File: src/core/pllcfg_pkg.sv
// Constants and types shared by the PLL configuration register bank.
package pllcfg_pkg;

	// ****************************************************************
	// Register map
	// ****************************************************************
	localparam int unsigned REG_COUNT   = 8;
	localparam int unsigned ADDR_W      = 3;
	localparam int unsigned BANK_W      = 64;
	localparam logic [2:0]  REG_REF_DIVIDER_LOW                = 3'h0;
	localparam logic [2:0]  REG_REF_DIVIDER_HIGH_AND_CONTROLS  = 3'h1;
	localparam logic [2:0]  REG_POST_DIVIDER_MODULI            = 3'h2;
	localparam logic [2:0]  REG_FEEDBACK_DIVIDER_LOW           = 3'h3;
	localparam logic [2:0]  REG_FEEDBACK_DIVIDER_HIGH_AND_OUTPUT = 3'h4;
	localparam logic [2:0]  REG_LOOP_TUNING                    = 3'h5;
	localparam logic [2:0]  REG_POWER_AND_SYNC_CONTROL         = 3'h6;
	localparam logic [2:0]  REG_RESERVED_TOP                   = 3'h7;
	localparam logic [63:0] BANK_RESET  = 64'h0000_0000_0000_0000;
	localparam logic [63:0] RSVD_MASK   = 64'hFFDC_8C00_0000_0000;

	// ****************************************************************
	// Field positions and widths
	// ****************************************************************
	localparam int unsigned REF_MOD_LSB   = 0;
	localparam int unsigned REF_MOD_W     = 12;
	localparam int unsigned REF_SRC_BIT   = 12;
	localparam int unsigned PD_A_BIT      = 13;
	localparam int unsigned POST_MODULUS_THREE_LSB     = 14;
	localparam int unsigned POST_MODULUS_ONE_LSB     = 16;
	localparam int unsigned POST_MODULUS_TWO_LSB     = 20;
	localparam int unsigned FB_MOD_LSB    = 24;
	localparam int unsigned FB_MOD_W      = 14;
	localparam int unsigned FB_SRC_BIT    = 38;
	localparam int unsigned OUT_MODE_BIT  = 39;
	localparam int unsigned PUMP_LSB      = 40;
	localparam int unsigned RES_LSB       = 44;
	localparam int unsigned CAP_BIT       = 46;
	localparam int unsigned SYNC_EN_BIT   = 48;
	localparam int unsigned SYNC_EDGE_BIT = 49;
	localparam int unsigned PD_B_BIT      = 53;
	localparam logic [3:0]  POST_MAX_CODE = 4'hB;

	// ****************************************************************
	// Analog tuning tables, indexed by code
	// ****************************************************************
	localparam logic [14:0] PUMP_NA [0:3] =
		'{15'h07D0, 15'h1194, 15'h2AF8, 15'h57E4};
	localparam logic [18:0] RES_OHM [0:3] =
		'{19'h61A80, 19'h20788, 19'h07530, 19'h02EE0};
	localparam logic [8:0]  CAP_PF  [0:1] = '{9'h0B9, 9'h1F4};

	// ****************************************************************
	// Types
	// ****************************************************************
	typedef enum logic {REF_XTAL = 1'b0, REF_PIN = 1'b1} pllcfg_ref_src_type;
	typedef enum logic {FB_VCO = 1'b0, FB_POST = 1'b1} pllcfg_fb_src_type;
	typedef enum logic {OUT_PECL = 1'b0, OUT_CMOS = 1'b1} pllcfg_out_type;
	typedef enum logic {EDGE_NEG = 1'b0, EDGE_POS = 1'b1} pllcfg_edge_type;

	typedef struct packed {
		logic        ptr_load;
		logic [2:0]  ptr_addr;
		logic        wr_en;
		logic [7:0]  wr_data;
		logic        rd_ack;
	} pllcfg_req_type;

	typedef struct packed {
		logic [11:0]        reference_modulus;
		pllcfg_ref_src_type reference_source_select;
		logic               power_down_a;
		logic [1:0]         post_modulus_three;
		logic [3:0]         post_modulus_one;
		logic [3:0]         post_modulus_two;
		logic [13:0]        feedback_modulus;
		pllcfg_fb_src_type  feedback_source_select;
		pllcfg_out_type     output_mode;
		logic [1:0]         pump_current_code;
		logic [1:0]         filter_resistor_code;
		logic               filter_capacitor_code;
		logic               sync_enable_bit;
		pllcfg_edge_type    sync_edge_select;
		logic               power_down_b;
	} pllcfg_fields_type;

	typedef struct packed {
		logic [3:0]  post_ratio_one;
		logic [3:0]  post_ratio_two;
		logic [3:0]  post_ratio_three;
		logic [14:0] pump_current_na;
		logic [18:0] resistor_ohm;
		logic [8:0]  capacitor_pf;
	} pllcfg_ratio_type;

endpackage : pllcfg_pkg

File: src/core/pllcfg_bank.sv
// Eight-byte configuration register bank of the PLL clock generator.
//
// Contract
// - Two power-down bits, 13 and 53, each one powers its section down.
// - Bit 48 enables the sync function when one.
// - Bit 49 picks the sync edge: zero negative, one positive.
// - Bit 39 picks the output pair drive: zero PECL, one CMOS.
// - Bit 38 feeds the feedback divider: zero VCO, one post divider.
// - Bit 12 feeds the reference divider: zero crystal, one pin.
// - Feedback modulus is binary bits 37 down to 24.
// - Reference modulus is binary bits 11 down to 0.
// - Post dividers one and two divide by code plus one; codes 0-11.
// - Post divider three divides by 1, 2, 4 or 8 from bits 15:14.
// - Bits 41:40 pick pump current, rising; code 10 is 11.0 uA.
// - Bits 45:44 pick filter resistor, falling; code 10 is 30 kohm.
// - Bit 46 picks filter capacitor: 185 pF or 500 pF.
// - All bits clear at reset and read back as last written.
// - Each written byte takes effect at its own acknowledge.
// - Pointer steps by one after each byte, wrapping past the top.
`timescale 1ns/10ps
module pllcfg_bank
	import pllcfg_pkg::*;
#(
	parameter int unsigned NUM_REGS = REG_COUNT
)
(
	input  wire logic             clk,
	input  wire logic             rst_b,
	input  pllcfg_req_type        host_req,
	input  wire logic             flag_clear,
	output logic      [7:0]       rd_data,
	output logic      [ADDR_W-1:0] cur_ptr,
	output logic      [7:0]       byte_updated,
	output logic                  rsvd_write_seen,
	output logic                  post_range_seen,
	output logic                  ref_modulus_settled,
	output logic                  fb_modulus_settled,
	output logic      [BANK_W-1:0] bank_image,
	output pllcfg_fields_type     fields,
	output pllcfg_ratio_type      ratios
);

	// ****************************************************************
	// Elaboration check
	// ****************************************************************
	if (NUM_REGS != REG_COUNT)
	begin : g_size_check
		$error("The bank must hold exactly eight byte registers.");
	end

	// ****************************************************************
	// State
	// ****************************************************************
	typedef struct packed {
		logic [7:0][7:0] bank_ff;
		logic [7:0]      rd_data_ff;
		logic [7:0]      byte_upd_ff;
		logic            rsvd_err_ff;
		logic            post_err_ff;
		logic            ref_pend_ff;
		logic            fb_pend_ff;
	} pllcfg_bank_state_type;

	pllcfg_bank_state_type st_ff;
	pllcfg_bank_state_type nxt_st;

	logic [ADDR_W-1:0] ptr;
	logic              wr_fire;
	logic              rd_fire;
	logic [7:0]        rsvd_byte_mask;
	logic              rsvd_hit;
	logic              post_hit;
	logic [7:0][7:0]   rsvd_bytes;

	assign rsvd_bytes = RSVD_MASK;

	// ****************************************************************
	// Byte access decode
	// ****************************************************************
	// A pointer load takes the whole cycle; a data byte in the same cycle
	// as a load is ignored, since the address phase precedes any data.
	always_comb
	begin
		wr_fire = host_req.wr_en && !host_req.ptr_load;
		rd_fire = host_req.rd_ack && !host_req.ptr_load && !wr_fire;
	end

	pllcfg_ptr u_ptr
	(
		.clk       (clk),
		.rst_b     (rst_b),
		.load      (host_req.ptr_load),
		.load_addr (host_req.ptr_addr),
		.step      (wr_fire || rd_fire),
		.ptr       (ptr)
	);

	// ****************************************************************
	// Host misuse detection
	// ****************************************************************
	// The host is expected to keep reserved bits zero and post codes
	// in range; the bank still stores what is written so that readback
	// stays exact, and only raises a sticky flag for software to see.
	always_comb
	begin
		rsvd_byte_mask = rsvd_bytes[ptr];
		rsvd_hit = wr_fire && |(host_req.wr_data & rsvd_byte_mask);
		post_hit = 1'b0;
		if (wr_fire && ptr == REG_POST_DIVIDER_MODULI)
		begin
			post_hit = (host_req.wr_data[3:0] > POST_MAX_CODE) ||
				(host_req.wr_data[7:4] > POST_MAX_CODE);
		end
	end

	// ****************************************************************
	// Next state
	// ****************************************************************
	always_comb
	begin
		nxt_st = st_ff;
		nxt_st.byte_upd_ff = 8'h00;

		// Each byte lands on the cycle it is acknowledged.
		if (wr_fire)
		begin
			nxt_st.bank_ff[ptr] = host_req.wr_data;
			nxt_st.byte_upd_ff[ptr] = 1'b1;
		end

		// Read data follows the pointer, which after a write is the byte above the one written.
		if (wr_fire)
		begin
			nxt_st.rd_data_ff = nxt_st.bank_ff[ADDR_W'(ptr + 1'b1)];
		end
		else if (host_req.ptr_load)
		begin
			nxt_st.rd_data_ff = st_ff.bank_ff[host_req.ptr_addr];
		end
		else if (rd_fire)
		begin
			nxt_st.rd_data_ff = st_ff.bank_ff[ADDR_W'(ptr + 1'b1)];
		end
		else
		begin
			nxt_st.rd_data_ff = st_ff.bank_ff[ptr];
		end

		// Sticky flags: a new event in the clear cycle survives.
		if (flag_clear)
		begin
			nxt_st.rsvd_err_ff = 1'b0;
			nxt_st.post_err_ff = 1'b0;
		end
		if (rsvd_hit)
		begin
			nxt_st.rsvd_err_ff = 1'b1;
		end
		if (post_hit)
		begin
			nxt_st.post_err_ff = 1'b1;
		end

		// Multi-byte moduli: each write to either half toggles the pair's
		// pending flag, so any second write, even to the same half, settles it.
		if (wr_fire)
		begin
			case (ptr)
				REG_REF_DIVIDER_LOW,
				REG_REF_DIVIDER_HIGH_AND_CONTROLS:
				begin
					nxt_st.ref_pend_ff = !st_ff.ref_pend_ff;
				end
				REG_FEEDBACK_DIVIDER_LOW,
				REG_FEEDBACK_DIVIDER_HIGH_AND_OUTPUT:
				begin
					nxt_st.fb_pend_ff = !st_ff.fb_pend_ff;
				end
				default:
				begin
					nxt_st.ref_pend_ff = st_ff.ref_pend_ff;
				end
			endcase
		end
	end

	// ****************************************************************
	// Registers
	// ****************************************************************
	always_ff @(posedge clk or negedge rst_b)
	begin
		if (!rst_b)
		begin
			st_ff.bank_ff     <= BANK_RESET;
			st_ff.rd_data_ff  <= 8'h00;
			st_ff.byte_upd_ff <= 8'h00;
			st_ff.rsvd_err_ff <= 1'b0;
			st_ff.post_err_ff <= 1'b0;
			st_ff.ref_pend_ff <= 1'b0;
			st_ff.fb_pend_ff  <= 1'b0;
		end
		else
		begin
			st_ff <= nxt_st;
		end
	end

	// ****************************************************************
	// Field outputs
	// ****************************************************************
	// Fields are pure decode of the bank flops, so they move only when
	// a byte is written or reset clears the bank.
	pllcfg_field_map u_map
	(
		.bank   (st_ff.bank_ff),
		.fields (fields),
		.ratios (ratios)
	);

	assign rd_data             = st_ff.rd_data_ff;
	assign cur_ptr             = ptr;
	assign byte_updated        = st_ff.byte_upd_ff;
	assign rsvd_write_seen     = st_ff.rsvd_err_ff;
	assign post_range_seen     = st_ff.post_err_ff;
	assign ref_modulus_settled = !st_ff.ref_pend_ff;
	assign fb_modulus_settled  = !st_ff.fb_pend_ff;
	assign bank_image          = st_ff.bank_ff;

endmodule : pllcfg_bank

File: src/core/pllcfg_ptr.sv
// Register address pointer with load and wrapping increment.
`timescale 1ns/10ps
module pllcfg_ptr
	import pllcfg_pkg::*;
(
	input  wire logic             clk,
	input  wire logic             rst_b,
	input  wire logic             load,
	input  wire logic [ADDR_W-1:0] load_addr,
	input  wire logic             step,
	output logic      [ADDR_W-1:0] ptr
);

	typedef struct packed {
		logic [ADDR_W-1:0] ptr_ff;
	} pllcfg_ptr_state_type;

	pllcfg_ptr_state_type st_ff;
	pllcfg_ptr_state_type nxt_st;

	// ****************************************************************
	// Next pointer: a load wins over a step; a step wraps past the top.
	// ****************************************************************
	always_comb
	begin
		nxt_st = st_ff;
		if (load)
		begin
			nxt_st.ptr_ff = load_addr;
		end
		else if (step)
		begin
			nxt_st.ptr_ff = ADDR_W'(st_ff.ptr_ff + 1'b1);
		end
	end

	always_ff @(posedge clk or negedge rst_b)
	begin
		if (!rst_b)
		begin
			st_ff <= '0;
		end
		else
		begin
			st_ff <= nxt_st;
		end
	end

	assign ptr = st_ff.ptr_ff;

endmodule : pllcfg_ptr

File: src/core/pllcfg_field_map.sv
// Unpacks the configuration image into named fields and decoded values.
`timescale 1ns/10ps
module pllcfg_field_map
	import pllcfg_pkg::*;
(
	input  wire logic [BANK_W-1:0] bank,
	output pllcfg_fields_type      fields,
	output pllcfg_ratio_type       ratios
);

	function automatic logic [3:0] post_ratio(input logic [3:0] code);
		post_ratio = 4'(code + 4'h1);
	endfunction : post_ratio

	// ****************************************************************
	// Field extraction
	// ****************************************************************
	always_comb
	begin
		fields.reference_modulus = bank[REF_MOD_LSB +: REF_MOD_W];
		fields.reference_source_select =
			pllcfg_ref_src_type'(bank[REF_SRC_BIT]);
		fields.power_down_a = bank[PD_A_BIT];
		fields.post_modulus_three = bank[POST_MODULUS_THREE_LSB +: 2];
		fields.post_modulus_one = bank[POST_MODULUS_ONE_LSB +: 4];
		fields.post_modulus_two = bank[POST_MODULUS_TWO_LSB +: 4];
		fields.feedback_modulus = bank[FB_MOD_LSB +: FB_MOD_W];
		fields.feedback_source_select =
			pllcfg_fb_src_type'(bank[FB_SRC_BIT]);
		fields.output_mode = pllcfg_out_type'(bank[OUT_MODE_BIT]);
		fields.pump_current_code = bank[PUMP_LSB +: 2];
		fields.filter_resistor_code = bank[RES_LSB +: 2];
		fields.filter_capacitor_code = bank[CAP_BIT];
		fields.sync_enable_bit = bank[SYNC_EN_BIT];
		fields.sync_edge_select =
			pllcfg_edge_type'(bank[SYNC_EDGE_BIT]);
		fields.power_down_b = bank[PD_B_BIT];
	end

	// ****************************************************************
	// Decoded ratios and analog settings
	// ****************************************************************
	always_comb
	begin
		ratios.post_ratio_one = post_ratio(bank[POST_MODULUS_ONE_LSB +: 4]);
		ratios.post_ratio_two = post_ratio(bank[POST_MODULUS_TWO_LSB +: 4]);
		ratios.post_ratio_three =
			4'(4'h1 << bank[POST_MODULUS_THREE_LSB +: 2]);
		ratios.pump_current_na = PUMP_NA[bank[PUMP_LSB +: 2]];
		ratios.resistor_ohm = RES_OHM[bank[RES_LSB +: 2]];
		ratios.capacitor_pf = CAP_PF[bank[CAP_BIT]];
	end

endmodule : pllcfg_field_map

File: config.mk
export PLATFORM = sky130hd
export DESIGN_NAME = pllcfg_bank
export DESIGN_NICKNAME = d
export VERILOG_FILES = /design/src/core/pllcfg_pkg.sv /design/src/core/pllcfg_bank.sv /design/src/core/pllcfg_ptr.sv /design/src/core/pllcfg_field_map.sv
export SDC_FILE = /design/constraint.sdc
export NUM_CORES = 1
export LEC_CHECK = 0
export BUFFER_PORTS_ARGS = -buffer_cell sky130_fd_sc_hd__buf_2
export CAP_MARGIN = 25
export CORE_MARGIN = 2
export CORE_UTILIZATION = 45
export DETAILED_ROUTE_END_ITERATION = 12
export PLACE_DENSITY = 0.7
export SYNTH_ARGS = -nofsm -noshare
export SYNTH_HDL_FRONTEND = slang
export SYNTH_HIERARCHICAL = 1
export SYNTH_SLANG_ARGS = --single-unit
File: constraint.sdc
create_clock -name clk -period 3.2 [get_ports clk]
set_input_delay 0.64 -clock clk [delete_from_list [all_inputs] [get_ports clk]]
set_output_delay 0.64 -clock clk [all_outputs]
set_load 0.01 [all_outputs]
==> impl_metrics.env, run 1 <==
export IMPL_outcome="finished, final reports clean"
export IMPL_r2r_setup_slack_ns=0.83
export IMPL_rows=44
export IMPL_ant_nets=0
export IMPL_drt_wl_total_mm=16.7
export IMPL_final_common_cell="buf_2"
export IMPL_synth_edf_count=0
export IMPL_die_x_um=125
export IMPL_cts_buffers=9
export IMPL_drt_initial_drc_count=275
export IMPL_hold_class="in2async"
export IMPL_p_clk_share_pct=19.0
export IMPL_clock_latency_ns=0.34
export IMPL_ios=207
export IMPL_grt_pass1_vias=4533
export IMPL_antenna_found_initial=0
export IMPL_final_cell_mix="buf_2, dfrtp_1, mux2_2"
export IMPL_htree_levels=3
export IMPL_max_cap_viol_count=0
export IMPL_fillers=1308
export IMPL_cts_resized=0
export IMPL_fin_tns_setup_ns=0
export IMPL_cts_tree="yes"
export IMPL_multiInputGateArea_um2=3000
export IMPL_place_congestion=0.856
export IMPL_synthFlopType="dfrtp_1"
export IMPL_finalClockSkew_ns=0.00569
export IMPL_track_usage_pct=21.3
export IMPL_ys_types=47
export IMPL_ys_seq_elements=87
export IMPL_p_per_area_nw_per_um2=878
export IMPL_area_growth_synth_to_final_pct=5.26
export IMPL_tightest_slew_ns=0.798
export IMPL_power_switching_share_pct=40.2
export IMPL_fin_cells=818
export IMPL_dp_hpwl_mm=11.6
export IMPL_initial_core_util_pct=45.7
export IMPL_p_total_w=0.00607
export IMPL_grt_setup_unrepaired="no"
export IMPL_finish_utilization_pct=48.1
export IMPL_setup_viol=0
export IMPL_syn_area_um2=6570
export IMPL_crit_type="reg2out"
export IMPL_p_sw_w=0.00244
export IMPL_drive_gt1_share_pct=47.9
export IMPL_antenna_cells=0
export IMPL_cp_max_fo=42
export IMPL_grt_overflow=0
export IMPL_clockRootBuffer="clkbuf_16"
export IMPL_max_slew_margin_pct=46.7
export IMPL_nets=665
export IMPL_seqPwrFrac_pct=35.1
export IMPL_vias=4548
export IMPL_cts_setup_buffers=0
export IMPL_holdWs_ns=0.329
export IMPL_ys_seq_area_share_pct=33.1
export IMPL_fin_crit_sh_pct=74.3
export IMPL_arrival_ns=1.74
export IMPL_core_um2=14400
export IMPL_required_ns=2.56
export IMPL_syn_avg_cell_area_um2=11.3
export IMPL_placed_cells=802
export IMPL_clock_fmax_ghz=0.421
export IMPL_leakagePower_nw=3.55
export IMPL_final_seq_area_um2=2180
export IMPL_hold_viol=0
export IMPL_clk_path_buf_depth=2
export IMPL_die_h_um=125
export IMPL_combPwrFrac_pct=45.9
export IMPL_vdd_ir_drop_max_mv=0.433
export IMPL_cts_clk_slew_worst_paths_ns=0.06
export IMPL_yosysWarnings=6
export IMPL_vias_per_cell=5.56
export IMPL_grt_pass1_wl_mm=25.7
export IMPL_setup_worst_path_end_class="primary output"
export IMPL_placement_io_buffers=194
export IMPL_netlist_instances=583
export IMPL_drt_pass1_iterations=4
export IMPL_drc=0
export IMPL_period_needed_ns=2.38
export IMPL_ys_async_sr_fraction_pct=100
export IMPL_wire_per_inst_um=20.4
export IMPL_intPower_w=0.00363
export IMPL_critPathLaunchType="flop"
export IMPL_grt_max_degree=88
export IMPL_drv_slew=0
export IMPL_cts_sinks=87
export IMPL_hold_buffers=0
export IMPL_fp_dieArea_um2=15600
flip-flops by register name, summed over array words and instances, names as in the netlist:
name and flops:
rsvd_write_seen 1, u_ptr/ptr 3, st_ff 2, bank_image 64, byte_updated 8, rd_data 8
post_range_seen 1
layout make-up:
class | count | share of cell area, %
multi-input combinational | 302 | 43.5
timing repair buffer | 206 | 15.7
tap | 184 | 3.33
sequential | 87 | 31.5
clock buffer | 13 | 3.76
clock inverter | 3 | 0.941
inverter | 23 | 1.25
routing by layer:
| layer | up-vias | track usage, % | part of all wire, % |
|---|---|---|---|
| met4 | 0 | 8.86 | 3.2 |
| met1 | 2289 | 27.5 | 41 |
| li1 | 2003 | - | - |
| met5 | - | 0 | 0 |
| met3 | 37 | 3.39 | 6.9 |
| met2 | 219 | 35.7 | 49 |
synthesized netlist by cell type (all sizes together), types with 2 or more instances:
cell type / number / share of area [%]
mux2i: 47 / 7.2
dfrtp: 87 / 33
nor3: 4 / 0.65
o211ai: 7 / 0.95
or3: 4 / 0.38
a21o: 4 / 0.46
a2bb2oi: 4 / 0.53
inv: 23 / 1.3
nand2: 19 / 1.1
mux2: 67 / 11
o21ai: 6 / 0.46
nor3b: 4 / 0.63
conb: 2 / 0.11
nor2b: 6 / 0.57
nand3b: 2 / 0.23
clkbuf: 6 / 0.34
nor2: 11 / 0.67
and2: 2 / 0.19
a21oi: 4 / 0.30
nand3: 10 / 0.76
and3: 5 / 0.48
ha: 19 / 3.6
mux4: 25 / 9.5
a211oi: 5 / 0.57
buf: 175 / 20
xor2: 2 / 0.27
a22o: 2 / 0.27
o2111ai: 5 / 0.67
xnor2: 5 / 0.67
a22oi: 13 / 1.5
worst max-delay path: stages, from the launching register on:
cell	delay [ns]
dfrtp_2	0.55
buf_4	0.59
buf_2	0.25
worst paths after layout:
check,startpoint,endpoint,cells after the start
min reg2reg,st_ff[1],st_ff[1],1
min,rst_b,byte_updated[6],2
min in group clk,st_ff[1],st_ff[1],1
max reg2reg,u_ptr/ptr[1],rd_data[7],7
max in group asynchronous,rst_b,u_ptr/ptr[0],2
max,u_ptr/ptr[0],cur_ptr[0],2
per-stage QoR:
stage          setup WS [ns]  instance area [um^2]
2_1_floorplan          0.644                  6610
3_3_place_gp           0.632                  6590
3_5_place_dp           0.566                  6590
4_1_cts                0.809                  6910
5_1_grt                0.718                  6910
6_report               0.823                  6910
kinds of logic (layout without fill, tap and decap cells):
family	Yosys count	count (layout)	synth area share, %
and+or+nand+nor	71	71	6.10
other	2	12	0.114
AOI/OAI and AO/OA	54	54	6.21
adders and majority gates	19	19	3.62
DFF	87	87	33.1
buffers and inverters	204	245	21.7
xor gates and xnor gates	7	7	0.934
muxes	139	139	28.2
power by group through the flow:
stage / clock (W) / sequential (W) / combinational, W
after floorplan: 0 / 0.00189 / 0.00269
after global placement: 0 / 0.00210 / 0.00277
after detailed placement: 0 / 0.00215 / 0.00280
after CTS: 0.00117 / 0.00213 / 0.00281
after global routing: 0.00122 / 0.00222 / 0.00301
final: 0.00116 / 0.00213 / 0.00278
(Power assumes the default switching activity.)
==> run 2: changes to the inputs <==
Clock period 3.2 ns to 2.2 ns, I/O delays scaled along.
==> impl_metrics.env, run 2 (same netlist as run 1, synthesis figures left out) <==
export IMPL_max_slew_margin_pct=64.9
export IMPL_intPower_w=0.00504
export IMPL_drv_slew=0
export IMPL_place_congestion=0.949
export IMPL_hold_viol=0
export IMPL_grt_pass1_wl_mm=25.8
export IMPL_die_h_um=125
export IMPL_path_cells="ha_1, ha_1, buf_4, nand3b_1, a2bb2oi_1, o2111ai_1, o211ai_2"
export IMPL_tightest_slew_ns=0.527
export IMPL_crit_type="reg2reg"
export IMPL_initial_core_util_pct=45.7
export IMPL_cts_clk_slew_worst_paths_ns=0.06
export IMPL_finish_utilization_pct=49.1
export IMPL_core_um2=14400
export IMPL_ant_nets=0
export IMPL_grt_overflow=0
export IMPL_outcome="finished, final reports clean"
export IMPL_reg2reg_to="rd_data[7]"
export IMPL_drc=0
export IMPL_finalClockSkew_ns=0.00859
export IMPL_fin_crit_sh_pct=93.5
export IMPL_area_growth_synth_to_final_pct=7.49
export IMPL_placement_io_buffers=194
export IMPL_ios=207
export IMPL_grt_setup_unrepaired="yes"
export IMPL_vias_per_cell=5.64
export IMPL_required_ns=2.46
export IMPL_period_needed_ns=2.06
export IMPL_largest_reg_flops=64
export IMPL_setup_worst_path_end_class="flop"
export IMPL_cts_buffers=9
export IMPL_dp_worst_setup_slack_ns=0.0937
export IMPL_cts_setup_buffers=0
export IMPL_r2r_start="u_ptr/ptr[0]"
export IMPL_hold_class="in2async"
export IMPL_critPathLaunchType="flop"
export IMPL_clk_path_buf_depth=2
export IMPL_finalWorstSetupSlack_ns=0.144
export IMPL_combPwrFrac_pct=48.3
export IMPL_cts_tree="yes"
export IMPL_drt_wl_total_mm=17.2
export IMPL_crit_path_frequent_cell="ha_1"
export IMPL_die_x_um=125
export IMPL_max_cap_viol_count=0
export IMPL_leakagePower_nw=3.65
export IMPL_drt_initial_drc_count=369
export IMPL_slowest_delay_ns=0.49
export IMPL_vias=4753
export IMPL_cp_max_fo=9
export IMPL_grt_pass1_vias=4403
export IMPL_final_cell_mix="buf_2, dfrtp_1, mux2_2"
export IMPL_p_per_area_nw_per_um2=1220
export IMPL_clock_fmax_ghz=0.486
export IMPL_antenna_found_initial=0
export IMPL_rows=44
export IMPL_seqPwrFrac_pct=35.8
export IMPL_p_sw_w=0.00358
export IMPL_fin_tns_setup_ns=0
export IMPL_final_common_cell="buf_2"
export IMPL_nets=691
export IMPL_antenna_cells=0
export IMPL_r2r_setup_slack_ns=0.14
export IMPL_fillers=1289
export IMPL_cp_slowest_cell="dfrtp_2"
export IMPL_arrival_ns=2.32
export IMPL_p_clk_share_pct=15.9
export IMPL_fp_dieArea_um2=15600
export IMPL_vdd_ir_drop_max_mv=0.612
export IMPL_setup_viol=0
export IMPL_dp_hpwl_mm=12.4
export IMPL_cts_resized=0
export IMPL_clock_latency_ns=0.34
export IMPL_wire_per_inst_um=20.4
export IMPL_power_switching_share_pct=41.5
export IMPL_htree_levels=3
export IMPL_drive_gt1_share_pct=50.7
export IMPL_clockRootBuffer="clkbuf_16"
export IMPL_grt_max_degree=53
export IMPL_track_usage_pct=21.7
export IMPL_drt_pass1_iterations=5
export IMPL_reg2reg_depth=7
export IMPL_hold_buffers=0
export IMPL_cts_sinks=87
## run 2: cell count changes in the layout (fill, tap and decap cells not counted), sizes merged
cell | previous run | this run
buf | 206 | 232
clkbuf | 13 | 10
clkinv | 1 | 4
bufinv | 2 | 0
clkinvlp | 0 | 1
## run 2: final cells by class
class | count | area [um^2] | share of cell area, %
inverter | 23 | 86.3 | 1.22
clock inverter | 5 | 27.5 | 0.390
clock buffer | 10 | 229 | 3.24
sequential | 87 | 2180 | 30.9
multi-input combinational | 302 | 3010 | 42.6
tap | 184 | 230 | 3.26
timing repair buffer | 232 | 1300 | 18.4
## run 2: power groups by stage
stage / Clock [W] / Sequential, W / Combinational, W
finish: 0.00137 / 0.00308 / 0.00416
global route: 0.00145 / 0.00321 / 0.00448
CTS: 0.00140 / 0.00307 / 0.00419
detailed placement: 0 / 0.00309 / 0.00418
global placement: 0 / 0.00305 / 0.00409
floorplan: 0 / 0.00275 / 0.00394
## run 2: routing by layer
| layer | routed length (um) | share of wire (%) | track usage (%) |
|---|---|---|---|
| met5 | 0 | 0 | 0 |
| met2 | 8270 | 48 | 35.2 |
| met4 | 522 | 3.0 | 8.99 |
| met1 | 7020 | 41 | 28.7 |
| met3 | 1340 | 7.8 | 3.78 |
## run 2: how the worst max path moves through the flow
stage / slack, ns / from / depth (start not counted) / to
2_1_floorplan: -0.005 / u_ptr/ptr[0] / 9 / rd_data[6]
3_3_place_gp: 0.16 / u_ptr/ptr[0] / 7 / rd_data[7]
3_5_place_dp: 0.09 / u_ptr/ptr[0] / 7 / rd_data[0]
4_1_cts: 0.05 / bank_image[44] / 4 / ratios[21]
5_1_grt: -0.004 / u_ptr/ptr[0] / 7 / rd_data[2]
6_report: 0.14 / u_ptr/ptr[0] / 7 / rd_data[7]
## run 2: worst max-delay path: cells and delay by family, from the launching register on
kind                     cells  cell delay, ns
AO/OA/AOI/OAI                3            0.56
adder cells (fa/ha/maj)      2            0.57
buffers and inverters        1            0.17
flip-flops                   1            0.49
AND/OR/NAND/NOR              1            0.18
## run 2: stage by stage
step | total power (W) | area (um^2) | hold WS, ns | std cells
global route | 0.00914 | 7060 | 0.114 | 843
detailed placement | 0.00727 | 6800 | 0.456 | 828
CTS | 0.00865 | 7050 | 0.0874 | 843
finish | 0.00861 | 7060 | 0.0678 | 843
global placement | 0.00714 | 6800 | 0.450 | 828
floorplan | 0.00669 | 6630 | 0.144 | 593
==> run 3: changes to the inputs <==
Settings changed: PLACE_DENSITY 0.7 to 0.73.
Clock period 2.2 ns to 1.7 ns, I/O delays scaled along.
==> impl_metrics.env, run 3 (same netlist as run 1, synthesis figures left out) <==
export IMPL_antenna_found_initial=0
export IMPL_final_cell_mix="buf_2, dfrtp_1, buf_4"
export IMPL_path_cells="buf_6, inv_6, ha_4, buf_12, nand3b_1, a2bb2oi_2, o2111ai_1, o211ai_1"
export IMPL_post_dp_cell_area_um2=7230
export IMPL_critPathLaunchType="flop"
export IMPL_largest_reg_flops=64
export IMPL_cp_slowest_cell="dfrtp_2"
export IMPL_initial_core_util_pct=45.7
export IMPL_grt_pass1_vias=4681
export IMPL_core_um2=14400
export IMPL_clk_path_buf_depth=2
export IMPL_htree_levels=3
export IMPL_seqPwrFrac_pct=28.6
export IMPL_cts_buffers=9
export IMPL_final_area_um2=7950
export IMPL_clock_latency_ns=0.35
export IMPL_area_growth_synth_to_final_pct=21.1
export IMPL_fin_crit_sh_pct=106
export IMPL_nets=764
export IMPL_required_ns=1.92
export IMPL_cp_max_fo=8
export IMPL_finalWorstSetupSlack_ns=-0.110
export IMPL_outcome="complete, but fails checks"
export IMPL_die_h_um=125
export IMPL_grt_overflow=0
export IMPL_cts_sinks=87
export IMPL_power_switching_share_pct=39.7
export IMPL_path_delay_family="compound AO/OA/AOI/OAI gates"
export IMPL_leakagePower_nw=4.08
export IMPL_max_cap_viol_count=0
export IMPL_dp_hpwl_mm=13.1
export IMPL_drc=0
export IMPL_drt_initial_drc_count=278
export IMPL_period_needed_ns=1.81
export IMPL_finish_utilization_pct=55.3
export IMPL_wire_per_inst_um=20.0
export IMPL_setup_viol=9
export IMPL_fin_tns_setup_ns=-0.644
export IMPL_ios=207
export IMPL_final_common_cell="buf_2"
export IMPL_cp_num_buf_inv=3
export IMPL_track_usage_pct=22.6
export IMPL_fp_dieArea_um2=15600
export IMPL_drt_wl_total_mm=18.3
export IMPL_p_clk_share_pct=15.9
export IMPL_drt_pass1_iterations=4
export IMPL_drv_slew=0
export IMPL_combPwrFrac_pct=55.5
export IMPL_cts_tree="yes"
export IMPL_drive_gt1_share_pct=58.8
export IMPL_grt_setup_unrepaired="yes"
export IMPL_p_total_w=0.0125
export IMPL_grt_max_degree=88
export IMPL_hold_class="in2async"
export IMPL_crit_type="reg2reg"
export IMPL_clock_fmax_ghz=0.552
export IMPL_hold_buffers=0
export IMPL_p_per_area_nw_per_um2=1570
export IMPL_failed_checks="negative setup slack"
export IMPL_placement_io_buffers=194
export IMPL_hold_viol=0
export IMPL_cts_clk_slew_worst_paths_ns=0.07
export IMPL_ant_nets=0
export IMPL_clockRootBuffer="clkbuf_16"
export IMPL_intPower_w=0.00753
export IMPL_slowest_delay_ns=0.38
export IMPL_vias=4937
export IMPL_place_congestion=0.927
export IMPL_p_sw_w=0.00497
export IMPL_vdd_ir_drop_max_mv=0.759
export IMPL_grt_pass1_wl_mm=27.5
export IMPL_vias_per_cell=5.38
export IMPL_finalClockSkew_ns=0.00750
export IMPL_antenna_cells=0
export IMPL_arrival_ns=2.03
export IMPL_setup_worst_path_end_class="flop"
export IMPL_die_x_um=125
export IMPL_rows=44
-- run 3: changes by cell type in the layout (fill, tap and decap cells not counted), sizes merged --
cell / delta
buf: +72
bufinv: +1
clkbuf: +1
-- run 3: power by group through the flow --
stage | sequential (W) | combinational (W) | clock (W)
2_1_floorplan | 0.00356 | 0.00512 | 0
3_3_place_gp | 0.00349 | 0.00635 | 0
3_5_place_dp | 0.00354 | 0.00644 | 0
4_1_cts | 0.00353 | 0.00675 | 0.00200
5_1_grt | 0.00369 | 0.00745 | 0.00207
6_report | 0.00357 | 0.00694 | 0.00199
-- run 3: worst register-to-register path: stages, from the launching register on --
cell and delay [ns]:
dfrtp_2 0.38, buf_6 0.17, inv_6 0.05, ha_4 0.34
buf_12 0.15, nand3b_1 0.20, a2bb2oi_2 0.19, o2111ai_1 0.10
o211ai_1 0.12
-- run 3: final timing paths --
kind	from	end	slack, ns	cells past startpoint
min in group clk	flag_clear	rsvd_write_seen	0.20	2
setup / recovery	u_ptr/ptr[0]	rd_data[0]	-0.11	8
setup reg to reg	u_ptr/ptr[0]	rd_data[0]	-0.11	8
hold reg to reg	st_ff[1]	st_ff[1]	0.48	1
hold / removal	rst_b	byte_updated[7]	0.04	2
max in group asynchronous	rst_b	bank_image[16]	1.29	2
-- run 3: repair_timing --
| item | CTS | global route |
|---|---|---|
| endpoints found under the hold margin | 0 | 0 |
| endpoints found under the setup margin | 54 | 70 |
| gates cloned | 1 | 1 |
| pin swaps | 5 | 3 |
| setup buffers | 10 | 10 |
| resized for setup | 24 | 37 |
-- run 3: layer usage --
layer | wire length [um] | up-vias | global-route usage (%)
li1 | - | 2209 | -
met1 | 7680 | 2464 | 30.4
met2 | 8860 | 232 | 36.7
met3 | 1310 | 32 | 4.34
met4 | 484 | 0 | 7.93
met5 | 0 | - | 0
-- run 3: metrics by stage --
stage | setup WS [ns] | std cells | hold WS, ns
after global routing | -0.173 | 917 | 0.0777
final | -0.110 | 917 | 0.0408
after floorplan | -0.398 | 593 | 0.0444
after global placement | -0.125 | 881 | 0.414
after CTS | -0.0663 | 907 | 0.0588
after detailed placement | -0.159 | 881 | 0.427
-- run 3: area by class of cell --
type	instances	area [um^2]
multi-input cells	302	3130
flip-flops and latches	87	2180
fillers	1210	6420
well taps	184	230
inverters	23	93.8
clock buffers	10	229
repair buffers	305	2020
clock inverters	6	61.3
